## src/rtl/rwi_defs.svh

```systemverilog
// constants for the reset and wake-up register initialisation block
`ifndef RWI_DEFS_SVH
`define RWI_DEFS_SVH
`define RWI_VEC_HIGH 21'h000008
`define RWI_VEC_LOW 21'h000018
`define RWI_PC_RESET 21'h000000
`define RWI_SP_RESET 5'h00
`define RWI_SP_MAX 5'h1F
`define RWI_PORT_A_PINS_POR 8'h00
`define RWI_PORT_A_PINS_KEEP_MASK 8'hD0
`define RWI_DIR_POR 8'hFF
`define RWI_LATCH_POR 8'h00
`define RWI_PERIOD_POR 8'hFF
`define RWI_CAPTURE_POR 16'h0000
`define RWI_TCON_POR 8'h00
`define RWI_TCON_MASK 8'h7F
`define RWI_UPPER_PA_BITS 8'hC0
`endif

```

## src/rtl/rwi_pkg.sv

```systemverilog
// types for the reset and wake-up register initialisation block
package rwi_pkg;
	// reset and wake-up condition classes
	typedef enum logic [1:0]
	{
		RWI_NONE = 2'h0,
		RWI_COLD = 2'h1,
		RWI_WARM = 2'h3,
		RWI_WAKE = 2'h2
	} rwi_cond_e;
	// stacked return address split into bytes
	typedef struct packed
	{
		logic [4:0] upper;
		logic [7:0] high;
		logic [7:0] low;
	} rwi_tos_s;
	// write request into the held registers
	typedef struct packed
	{
		logic we;
		logic [2:0] sel;
		logic [7:0] data;
	} rwi_wr_s;
endpackage

```

## src/rtl/rwi_sync.sv

```systemverilog
// two-flop synchroniser for pin inputs
module rwi_sync
#(
	parameter int W = 1
)
(
	// clock and reset
	input wire logic CLK,
	input wire logic RESET_N,
	// asynchronous level in, synchronised level out
	input wire logic [W-1:0] D,
	output logic [W-1:0] Q
);
	logic [W-1:0] meta_r; // first stage, read only by second
	// two stages
	always_ff @(posedge CLK or negedge RESET_N)
	begin
		if (!RESET_N)
		begin
			meta_r <= '0;
			Q <= '0;
		end
		else
		begin
			meta_r <= D;
			Q <= meta_r;
		end
	end
endmodule

```

## src/rtl/rwi_top.sv

```systemverilog
// reset classes, wake-up vectoring and held register initialisation
// Notes on behaviour
// - enabled interrupt wake-up loads matching vector
// - enabled wake-up pushes program counter to stack-top
// - enabled wake-up advances stack pointer by one, holding at 1F
// - every wake-up sets a source flag
// - port A bits 6,7 follow oscillator mode
// - unimplemented bits always read zero
// - three condition classes, distinct initial states
`include "rwi_defs.svh"
module rwi_top
(
	// clock and reset
	input wire logic CLK,
	input wire logic RESET_N,
	// reset and wake causes, one-cycle pulses from core logic
	input wire logic COLD_RST,
	input wire logic WARM_RST,
	input wire logic WAKE_WATCHDOG,
	input wire logic WAKE_INT,
	input wire logic WAKE_INT_HIGH,
	// global enables and oscillator mode
	input wire logic HIGH_PRIO_GLOBAL_INT_ENABLE,
	input wire logic LOW_PRIO_GLOBAL_INT_ENABLE,
	input wire logic OSC_FREES_RA67,
	// core program counter and pin levels
	input wire logic [20:0] PC_IN,
	input wire logic [7:0] PORT_A_PINS_IN,
	// register writes from core
	input wire rwi_pkg::rwi_wr_s WR,
	// program counter load
	output logic PC_LOAD,
	output logic [20:0] PC_OUT,
	// stack state
	output rwi_pkg::rwi_tos_s STACK_TOP,
	output logic [4:0] STACK_POINTER_REG,
	// wake flags and condition
	output logic WAKE_FLAG_WATCHDOG,
	output logic WAKE_FLAG_INT,
	output rwi_pkg::rwi_cond_e LAST_COND,
	// held register values
	output logic [7:0] PORT_A_READ,
	output logic [7:0] PORT_A_LATCH,
	output logic [7:0] PORT_A_DIRECTION,
	output logic [7:0] TIMER4_PERIOD,
	output logic [7:0] TIMER4_CON,
	output logic [15:0] CAPTURE4
);
	// decoded conditions, cold wins over warm, warm over wake
	wire logic is_cold = COLD_RST;
	wire logic is_warm = WARM_RST && !COLD_RST;
	wire logic any_wake = (WAKE_WATCHDOG || WAKE_INT)
		&& !COLD_RST && !WARM_RST;
	wire logic int_en = HIGH_PRIO_GLOBAL_INT_ENABLE
		|| LOW_PRIO_GLOBAL_INT_ENABLE;
	wire logic vec_wake = any_wake && WAKE_INT && int_en;
	// high vector chosen when the high-priority source caused wake and the high-priority enable is set
	wire logic use_high = WAKE_INT_HIGH && HIGH_PRIO_GLOBAL_INT_ENABLE;
	wire logic [20:0] vec_addr = use_high ? `RWI_VEC_HIGH : `RWI_VEC_LOW;
	wire logic [7:0] pa_mask;
	logic [7:0] pa_sync;
	rwi_pkg::rwi_cond_e cond_nxt;
	logic [4:0] sp_r;
	rwi_pkg::rwi_tos_s tos_r;
	logic [7:0] lat_r;
	logic [7:0] dir_r;
	logic [7:0] per_r;
	logic [7:0] tcon_r;
	logic [15:0] cap_r;
	logic [7:0] pins_r;
	logic wflag_wdog_r;
	logic wflag_int_r;

	// mask of implemented port A bits under current oscillator mode
	assign pa_mask = OSC_FREES_RA67 ? 8'hFF : ~`RWI_UPPER_PA_BITS;

	// pins pass two flops before use
	rwi_sync #(.W(8)) u_sync
	(
		.CLK(CLK),
		.RESET_N(RESET_N),
		.D(PORT_A_PINS_IN),
		.Q(pa_sync)
	);

	// condition class encoding
	assign cond_nxt = is_cold ? rwi_pkg::RWI_COLD
		: is_warm ? rwi_pkg::RWI_WARM
		: any_wake ? rwi_pkg::RWI_WAKE : LAST_COND;

	// vectoring on enabled interrupt wake
	always_ff @(posedge CLK or negedge RESET_N)
	begin
		if (!RESET_N)
		begin
			PC_LOAD <= 1'b0;
			PC_OUT <= `RWI_PC_RESET;
		end
		else
		begin
			PC_LOAD <= vec_wake || is_cold || is_warm;
			if (vec_wake)
				PC_OUT <= vec_addr;
			else if (is_cold || is_warm)
				PC_OUT <= `RWI_PC_RESET;
		end
	end

	// stack push on enabled interrupt wake
	always_ff @(posedge CLK or negedge RESET_N)
	begin
		if (!RESET_N)
		begin
			sp_r <= `RWI_SP_RESET;
			tos_r <= '0;
		end
		else if (is_cold || is_warm)
		begin
			sp_r <= `RWI_SP_RESET;
			tos_r <= '0;
		end
		else if (vec_wake)
		begin
			tos_r <= PC_IN;
			sp_r <= (sp_r == `RWI_SP_MAX) ? sp_r : sp_r + 5'h01;
		end
	end

	// wake source flags, a new wake sets them
	always_ff @(posedge CLK or negedge RESET_N)
	begin
		if (!RESET_N)
		begin
			wflag_wdog_r <= 1'b0;
			wflag_int_r <= 1'b0;
		end
		else if (is_cold || is_warm)
		begin
			wflag_wdog_r <= 1'b0;
			wflag_int_r <= 1'b0;
		end
		else if (any_wake)
		begin
			wflag_wdog_r <= wflag_wdog_r || WAKE_WATCHDOG;
			wflag_int_r <= wflag_int_r || WAKE_INT;
		end
	end

	// class register
	always_ff @(posedge CLK or negedge RESET_N)
	begin
		if (!RESET_N)
			LAST_COND <= rwi_pkg::RWI_NONE;
		else
			LAST_COND <= cond_nxt;
	end

	// port A latch and direction: cold sets pattern, warm sets direction only, wake keeps
	always_ff @(posedge CLK or negedge RESET_N)
	begin
		if (!RESET_N)
		begin
			lat_r <= `RWI_LATCH_POR;
			dir_r <= `RWI_DIR_POR;
		end
		else if (is_cold)
		begin
			lat_r <= `RWI_LATCH_POR;
			dir_r <= `RWI_DIR_POR;
		end
		else if (is_warm)
			dir_r <= `RWI_DIR_POR;
		else if (WR.we && !any_wake)
		begin
			if (WR.sel == 3'h0)
				lat_r <= WR.data;
			if (WR.sel == 3'h1)
				dir_r <= WR.data;
		end
	end

	// port A read image: cold clears all bits, warm clears low nibble and bit 5
	always_ff @(posedge CLK or negedge RESET_N)
	begin
		if (!RESET_N)
			pins_r <= `RWI_PORT_A_PINS_POR;
		else if (is_cold)
			pins_r <= `RWI_PORT_A_PINS_POR;
		else if (is_warm)
			pins_r <= pins_r & `RWI_PORT_A_PINS_KEEP_MASK;
		else if (!any_wake)
			pins_r <= pa_sync;
	end

	// timer 4 period, control and capture
	always_ff @(posedge CLK or negedge RESET_N)
	begin
		if (!RESET_N)
		begin
			per_r <= `RWI_PERIOD_POR;
			tcon_r <= `RWI_TCON_POR;
			cap_r <= `RWI_CAPTURE_POR;
		end
		else if (is_cold)
		begin
			per_r <= `RWI_PERIOD_POR;
			tcon_r <= `RWI_TCON_POR;
			cap_r <= `RWI_CAPTURE_POR;
		end
		else if (is_warm)
			tcon_r <= `RWI_TCON_POR;
		else if (WR.we && !any_wake)
		begin
			if (WR.sel == 3'h2)
				per_r <= WR.data;
			if (WR.sel == 3'h3)
				tcon_r <= WR.data & `RWI_TCON_MASK;
			if (WR.sel == 3'h4)
				cap_r[7:0] <= WR.data;
			if (WR.sel == 3'h5)
				cap_r[15:8] <= WR.data;
		end
	end

	// outputs, unimplemented bits forced to zero
	assign PORT_A_READ = pins_r & pa_mask;
	assign PORT_A_LATCH = lat_r & pa_mask;
	assign PORT_A_DIRECTION = dir_r & pa_mask;
	assign TIMER4_PERIOD = per_r;
	assign TIMER4_CON = tcon_r & `RWI_TCON_MASK;
	assign CAPTURE4 = cap_r;
	assign STACK_TOP = tos_r;
	assign STACK_POINTER_REG = sp_r;
	assign WAKE_FLAG_WATCHDOG = wflag_wdog_r;
	assign WAKE_FLAG_INT = wflag_int_r;

	// checks
	property p_vec;
		@(posedge CLK) disable iff (!RESET_N)
		vec_wake |=> PC_LOAD && (PC_OUT == $past(vec_addr));
	endproperty
	vector_load_a: assert property (p_vec) else $error("vector not loaded");
	stack_push_a: assert property (@(posedge CLK) disable iff (!RESET_N)
		vec_wake |=> STACK_TOP == $past(PC_IN)) else $error("no push");
	sp_advance_a: assert property (@(posedge CLK) disable iff (!RESET_N)
		vec_wake && sp_r != 5'h1F |=> sp_r == $past(sp_r) + 5'h01)
		else $error("sp not advanced");
	wake_flag_a: assert property (@(posedge CLK) disable iff (!RESET_N)
		any_wake |=> WAKE_FLAG_WATCHDOG || WAKE_FLAG_INT)
		else $error("no wake flag");
	port_a_pins_upper_a: assert property (@(posedge CLK) disable iff (!RESET_N)
		!OSC_FREES_RA67 |-> (PORT_A_READ[7:6] == 2'h0)
		&& (PORT_A_LATCH[7:6] == 2'h0) && (PORT_A_DIRECTION[7:6] == 2'h0))
		else $error("upper port bits live");
	tcon_unimpl_a: assert property (@(posedge CLK) disable iff (!RESET_N)
		TIMER4_CON[7] == 1'b0) else $error("unimpl bit set");
	warm_class_a: assert property (@(posedge CLK) disable iff (!RESET_N)
		is_warm |=> LAST_COND == rwi_pkg::RWI_WARM
		&& TIMER4_CON == 8'h00) else $error("warm init wrong");
	wake_keep_a: assert property (@(posedge CLK) disable iff (!RESET_N)
		any_wake |=> $stable(TIMER4_PERIOD) && $stable(CAPTURE4))
		else $error("wake changed regs");
	cold_period_a: assert property (@(posedge CLK) disable iff (!RESET_N)
		is_cold |=> TIMER4_PERIOD == 8'hFF) else $error("period");
	cover_vec_c: cover property (@(posedge CLK) vec_wake);
	cover_wdog_c: cover property (@(posedge CLK) any_wake && WAKE_WATCHDOG);
	cover_warm_c: cover property (@(posedge CLK) is_warm);
endmodule

```

## config.mk

```make
export PLATFORM = sky130hd
export DESIGN_NAME = rwi_top
export DESIGN_NICKNAME = d
export VERILOG_FILES = /design/src/rtl/rwi_pkg.sv /design/src/rtl/rwi_sync.sv /design/src/rtl/rwi_top.sv
export VERILOG_INCLUDE_DIRS = /design/src /design/src/rtl
export SDC_FILE = /design/constraint.sdc
export NUM_CORES = 1
export LEC_CHECK = 0
export BUFFER_PORTS_ARGS = -buffer_cell sky130_fd_sc_hd__buf_2
export CAP_MARGIN = 20
export CORE_ASPECT_RATIO = 1.25
export CORE_MARGIN = 3
export CORE_UTILIZATION = 52
export CTS_BUF_LIST = sky130_fd_sc_hd__clkbuf_4
export DETAILED_ROUTE_END_ITERATION = 16
export PLACE_DENSITY = 0.9
export RECOVER_POWER = 100
export SLEW_MARGIN = 0
export SYNTH_ARGS = -nofsm -noshare
export SYNTH_HDL_FRONTEND = slang
export SYNTH_HIERARCHICAL = 1
export SYNTH_SLANG_ARGS = --single-unit
```

## constraint.sdc

```tcl
create_clock -name CLK -period 2.3 [get_ports CLK]
set_clock_uncertainty 0.1 [all_clocks]
set_input_delay 0.46 -clock CLK [delete_from_list [all_inputs] [get_ports CLK]]
set_output_delay 0.46 -clock CLK [all_outputs]
set_load 0.005 [all_outputs]
```

== After elaboration in Yosys (flattened, before gate mapping) ==
Index checks and enable logic that the tools add are counted.

* Bits in registers: 123
* Latch bits: 0
* Bits in writable memories: 0
* Bits in read-only memories: 0
* Output and inout bits: 108
* Logic and storage cells: 110
* Memories kept: 0

* Add/sub/neg operators: 1
* Multiply operators: 0
* Div/mod/pow operators: 0
* Magnitude comparators: 0
* Equality and inequality tests: 10
* Shift operators: 0
* Multiplexer cells: 40
* Bitwise operators: 3
* Reductions and logical operators: 37

{| class="wikitable"
|+ Operators with widths
! operator !! count
|-
| 2-to-1 mux 8 bit || 18
|-
| 2-to-1 mux 21 bit || 4
|-
| 2-to-1 mux 16 bit || 3
|-
| 2-to-1 mux 7 bit || 4
|-
| bitwise AND 8 bit || 3
|-
| 2-to-1 mux 5 bit || 4
|-
| nonzero test 2 bit || 7
|-
| AND reduction 3 bit || 4
|-
| nonzero test 3 bit || 4
|-
| AND reduction 2 bit || 4
|-
| logical AND 1 bit || 7
|-
| logical OR 1 bit || 7
|-
| equality test 3 x 2 -> 1 bit, second input constant || 2
|-
| equality test 3 bit, second input constant || 2
|-
| 2-to-1 mux 2 bit || 3
|-
| inequality test 2 bit, second input constant || 3
|-
| adder 5 x 1 -> 5 bit, second input constant || 1
|-
| equality test 5 bit, second input constant || 1
|-
| 2-to-1 mux 1 bit || 4
|-
| equality test 3 x 1 -> 1 bit, second input constant || 1
|-
| logical NOT 1 bit || 3
|-
| logical NOT 3 bit || 1
|-
| inequality test 3 bit, second input constant || 1
|}

== Longest topological paths before layout ==
* Depth after elaboration: 8
* Mapped depth: 6
* Mapped depth without buffers: 6

== Hierarchy ==
Netlist, hierarchy kept.

{| class="wikitable"
|+ By module, submodules not included
! module !! times used !! cells an instance !! area an instance (µm²) !! seq. area each (µm²)
|-
| rwi_top || 1 || 381 || 4139.0 || 2222.1
|-
| rwi_sync || 1 || 16 || 400.4 || 400.4
|}

== Least setup slack after synthesis ==
Ideal clock, no wire load.

* Path kind: register -> register
* Start point: register sp_r[0], in the netlist STACK_POINTER_REG[0]
* End point: register sp_r[3], in the netlist STACK_POINTER_REG[3]
* Data arrival time: 1.652 ns
* Setup slack: 0.470 ns
* Stages on the path, launching flop included: 6
* Period minus slack after synthesis: 1.830 ns
* Cells stage by stage: dfrtp_1 ha_1 and3_1 ha_1 or4_1 a21oi_1

* Word-level cells in the longest chain between the ends: 4
* Elaborated cells between the ends (all ways): 7
* Those cells by class: add/sub (1); eq/ne (2); mux (3); reduce/logical (1)

{| class="wikitable"
|+ RTL lines
! item !! line !! source
|-
| start: declaration || rwi_top.sv:63 || <nowiki>logic [4:0] sp_r;</nowiki>
|-
| start signal: assignment || rwi_top.sv:114 || <nowiki>sp_r <= `RWI_SP_RESET;</nowiki>
|-
| start signal: assignment || rwi_top.sv:119 || <nowiki>sp_r <= `RWI_SP_RESET;</nowiki>
|-
| start signal: assignment || rwi_top.sv:125 || <nowiki>sp_r <= (sp_r == `RWI_SP_MAX) ? sp_r : sp_r + 5'h01;</nowiki>
|-
| adder 5 x 1 -> 5 bit || rwi_top.sv:125 ||
|-
| 2-to-1 mux 5 bit || rwi_top.sv:125 ||
|-
| 2-to-1 mux 5 bit || rwi_top.sv:122 || <nowiki>else if (vec_wake)</nowiki>
|-
| 2-to-1 mux 5 bit || rwi_top.sv:117 || <nowiki>else if (is_cold || is_warm)</nowiki>
|}

Several ways; a longest one is shown, not always the timed one. The select of a mux whose other input is x is not followed.
A chain may end at the register's enable or synchronous reset.

== Worst setup path in the final report ==
* Start point: input port WARM_RST
* End point: register tos_r (netlist bit STACK_TOP[17])

* Word-level cells in the longest chain between the ends: 5
* Elaborated cells between the ends (all ways): 8
* Those cells by class: mux (1); reduce/logical (7)

{| class="wikitable"
|+ RTL lines
! item !! line !! source
|-
| start: declaration || rwi_top.sv:18 || <nowiki>input wire logic WARM_RST,</nowiki>
|-
| logical NOT 1 bit || rwi_top.sv:53 || <nowiki>&& !COLD_RST && !WARM_RST;</nowiki>
|-
| logical AND 1 bit || rwi_top.sv:53 ||
|-
| logical AND 1 bit (2 in a row) || rwi_top.sv:56 || <nowiki>wire logic vec_wake = any_wake && WAKE_INT && int_en;</nowiki>
|-
| nonzero test 2 bit (no line) || -- ||
|-
| end signal: assignment || rwi_top.sv:115 || <nowiki>tos_r <= '0;</nowiki>
|-
| end signal: assignment || rwi_top.sv:120 || <nowiki>tos_r <= '0;</nowiki>
|-
| end signal: assignment || rwi_top.sv:124 || <nowiki>tos_r <= PC_IN;</nowiki>
|-
| end: declaration || rwi_top.sv:64 || <nowiki>rwi_pkg::rwi_tos_s tos_r;</nowiki>
|}

Several ways; a longest one is shown, not always the timed one.

==> results.ini <==
[routing]
drc=0
antenna_left=0
viasPerCell=5.117
drt_iter0_markers=209
wirelength_um=9914
wl_per_cell_um=15.30
vias=3316
drt_pass1_iterations=4

[layout]
antenna_cells=0
final_common_cell=buf_2
mostFrequentLayoutCells=91 x buf_2, 88 x dfrtp_1, 50 x clkbuf_1
fill_cells=699
finalNetCount=579
area.growth.synth_to_final_pct=16.57
drive_above_1_share=0.2373
final_area_um2=5291

[sta]
rsz0062_at_grt=no
holdWs_ns=0.1293
period_share=0.8646
timing.final.ws_setup_ns=0.3115
finalCriticalPeriod_ns=1.989
finalHoldViolations=0
worstMarginPinSlew_ns=1.073
slew_headroom=0.2848
finalSetupViolCount=0
setup_tns_ns=0
clock.fmax_ghz=0.5029
drv_slew=0

[synth]
syn_area_per_cell_um2=11.43
ys_ff_latch=104
synth_cell_types=36
netlist_instances=397
ys_warn_count=6
synth_area_um2=4539
seq_area_frac_synth=0.5777

[critical_path]
arrival_ns=2.25
startpoint_type=input port
cp-startpoint=WARM_RST
r2r-start=STACK_POINTER_REG[0]$_DFFE_PN0P_
critical_path_class=in2reg
path_max_fanout=23
cp.required_ns=2.56
critPathCaptureType=flop

[floorplan]
core_area_um2=8379
die_h_um=110.5
die-area_um2=9894
ios=159
die_w_um=89.57
num_rows=37
initial_core_util=0.5417

[placed_design]
dp_hpwl_um=7477
dpl_worst_slack_ns=0.2156
gp_congestion=0.8812
portBuffers=138
placed_area_um2=5149

[pwr]
power_density_nw_per_um2=585.2
irDropWorstVdd_v=0.0003260
p_leak_nw=2.521
p_total_mw=3.096

[clock_tree]
clock-sinks=104
cts_tree=done
clk_path_buf_depth=2
cts.htree.levels=3
cts_resized=0
root_buffer=clkbuf_4
clk_latency_ns=0.43
cts_buffers=9
cts.reportedPaths.clkPinSlew_ns=0.15

[hold_path]
worstHoldPathType=in2reg
worstHoldStart=PC_IN[15]

[global_routing]
grt_max_degree=53
grt_use_total=0.2080
grt.overflow.total=0
grt_pass1_vias=3232
antenna_found_initial=0
grt_pass1_wl_um=15900

[status]
status=finished, final reports clean

[run]
drv_cap=0

[metal layers]
layer / track usage / up-vias / part of all wire
li1: - / 1545 / -
met2: 0.3340 / 172 / 0.48
met5: 0 / - / 0
met3: 0.05299 / 12 / 0.087
met1: 0.2752 / 1587 / 0.41
met4: 0.06058 / 0 / 0.015
[worst paths after layout]
check / to / slack (ns) / cells past startpoint
setup / recovery: STACK_TOP[17]$_DFFE_PN0P_ / 0.31 / 5
hold / removal: STACK_TOP[15]$_DFFE_PN0P_ / 0.13 / 2
setup reg to reg: STACK_POINTER_REG[3]$_DFFE_PN0P_ / 0.32 / 5
hold reg to reg: u_sync/Q[7]$_DFF_PN0_ / 0.27 / 0
max in group asynchronous: u_sync/Q[7]$_DFF_PN0_ / 0.44 / 3
min in group asynchronous: CAPTURE4[13]$_DFFE_PN0P_ / 0.64 / 2
[cells by family (layout without fill, tap and decap cells)]
kind of cell,Yosys count,count (layout),synth area share
and+or+nand+nor,121,121,0.1337
AOI/OAI and AO/OA,65,65,0.1017
muxes,40,40,0.08820
buffers and inverters,64,179,0.09233
DFF,104,104,0.5777
other,1,20,0.0008261
adders and majority gates,2,2,0.005512
[power by group]
part | switching, mW | internal, mW | total [mW] | leakage, nW
registers | 0.0208 | 1.87 | 1.89 | 1.33
clock network | 0.560 | 0.357 | 0.917 | 0.0731
logic | 0.177 | 0.109 | 0.285 | 1.12
total | 0.758 | 2.34 | 3.10 | 2.52
[Yosys cell counts]
| library cell | instances | area [um2] |
|---|---|---|
| nor3_1 | 1 | 5.000 |
| dfstp_2 | 16 | 420.4 |
| nor2b_1 | 1 | 6.260 |
| o21ai_1 | 1 | 5.000 |
| or4_1 | 2 | 15.01 |
| o21a_1 | 1 | 7.510 |
| a2111o_1 | 1 | 11.26 |
| o31ai_1 | 2 | 15.01 |
| o2111a_1 | 1 | 11.26 |
| a211o_1 | 1 | 8.760 |
| inv_1 | 4 | 15.01 |
| nand2b_1 | 34 | 212.7 |
| buf_6 | 4 | 45.04 |
| dfrtp_1 | 88 | 2202 |
| or2_0 | 1 | 6.260 |
| clkbuf_1 | 10 | 37.54 |
| and2_1 | 6 | 37.54 |
| conb_1 | 1 | 3.750 |
| a22o_1 | 22 | 192.7 |
| buf_1 | 3 | 11.26 |
| nand2_1 | 17 | 63.81 |
| or3_1 | 1 | 6.260 |
| buf_4 | 38 | 285.3 |
| a211oi_4 | 2 | 40.04 |
| or3_4 | 1 | 11.26 |
| a21oi_1 | 21 | 105.1 |
| and4b_1 | 1 | 10.01 |
| nand3_1 | 10 | 50.05 |
| or2_1 | 1 | 6.260 |
| ha_1 | 2 | 25.02 |
| nor2_1 | 43 | 161.4 |
| and3_1 | 1 | 6.260 |
| o21ai_0 | 13 | 65.06 |
| buf_2 | 5 | 25.02 |
| mux2i_1 | 40 | 400.4 |
| nand4b_1 | 1 | 8.760 |
[critical path, stage by stage]
cell	delay, ns
clkbuf_1	0.19
or2_0	0.44
nor2_1	0.17
clkbuf_1	0.71
a22o_1	0.27
[cell type report]
| cell class | count | area [um2] | share of cell area |
|---|---|---|---|
| Multi-Input combinational cell | 248 | 1564 | 0.2956 |
| Timing Repair Buffer | 159 | 802.0 | 0.1516 |
| Clock inverter | 5 | 58.81 | 0.01111 |
| Tap cell | 117 | 146.4 | 0.02767 |
| Clock buffer | 11 | 82.58 | 0.01561 |
| Inverter | 4 | 15.01 | 0.002838 |
| Sequential cell | 104 | 2623 | 0.4956 |
[sequential cells by signal, summed over array words and instances, names as in the netlist, 2 cells and up]
register / count
u_sync/meta_r: 8
pins_r: 8
TIMER4_PERIOD: 8
dir_r: 8
STACK_TOP: 21
CAPTURE4: 16
STACK_POINTER_REG: 5
PC_OUT: 2
LAST_COND: 2
u_sync/Q: 8
tcon_r: 7
lat_r: 8
[metrics by stage]
stage                     instances  utilization
after floorplan                 416            -
after global routing            648       0.6315
after CTS                       648       0.6421
after detailed placement        623       0.6145
final                           648       0.6315
after global placement          623       0.6145
[timing repair]
action | CTS | global route
endpoints found under the setup margin | 0 | 0
hold buffers | 9 | 0
endpoints found under the hold margin | 33 | 0
buffers inserted | 0 | 0
(Power assumes the default switching activity.)
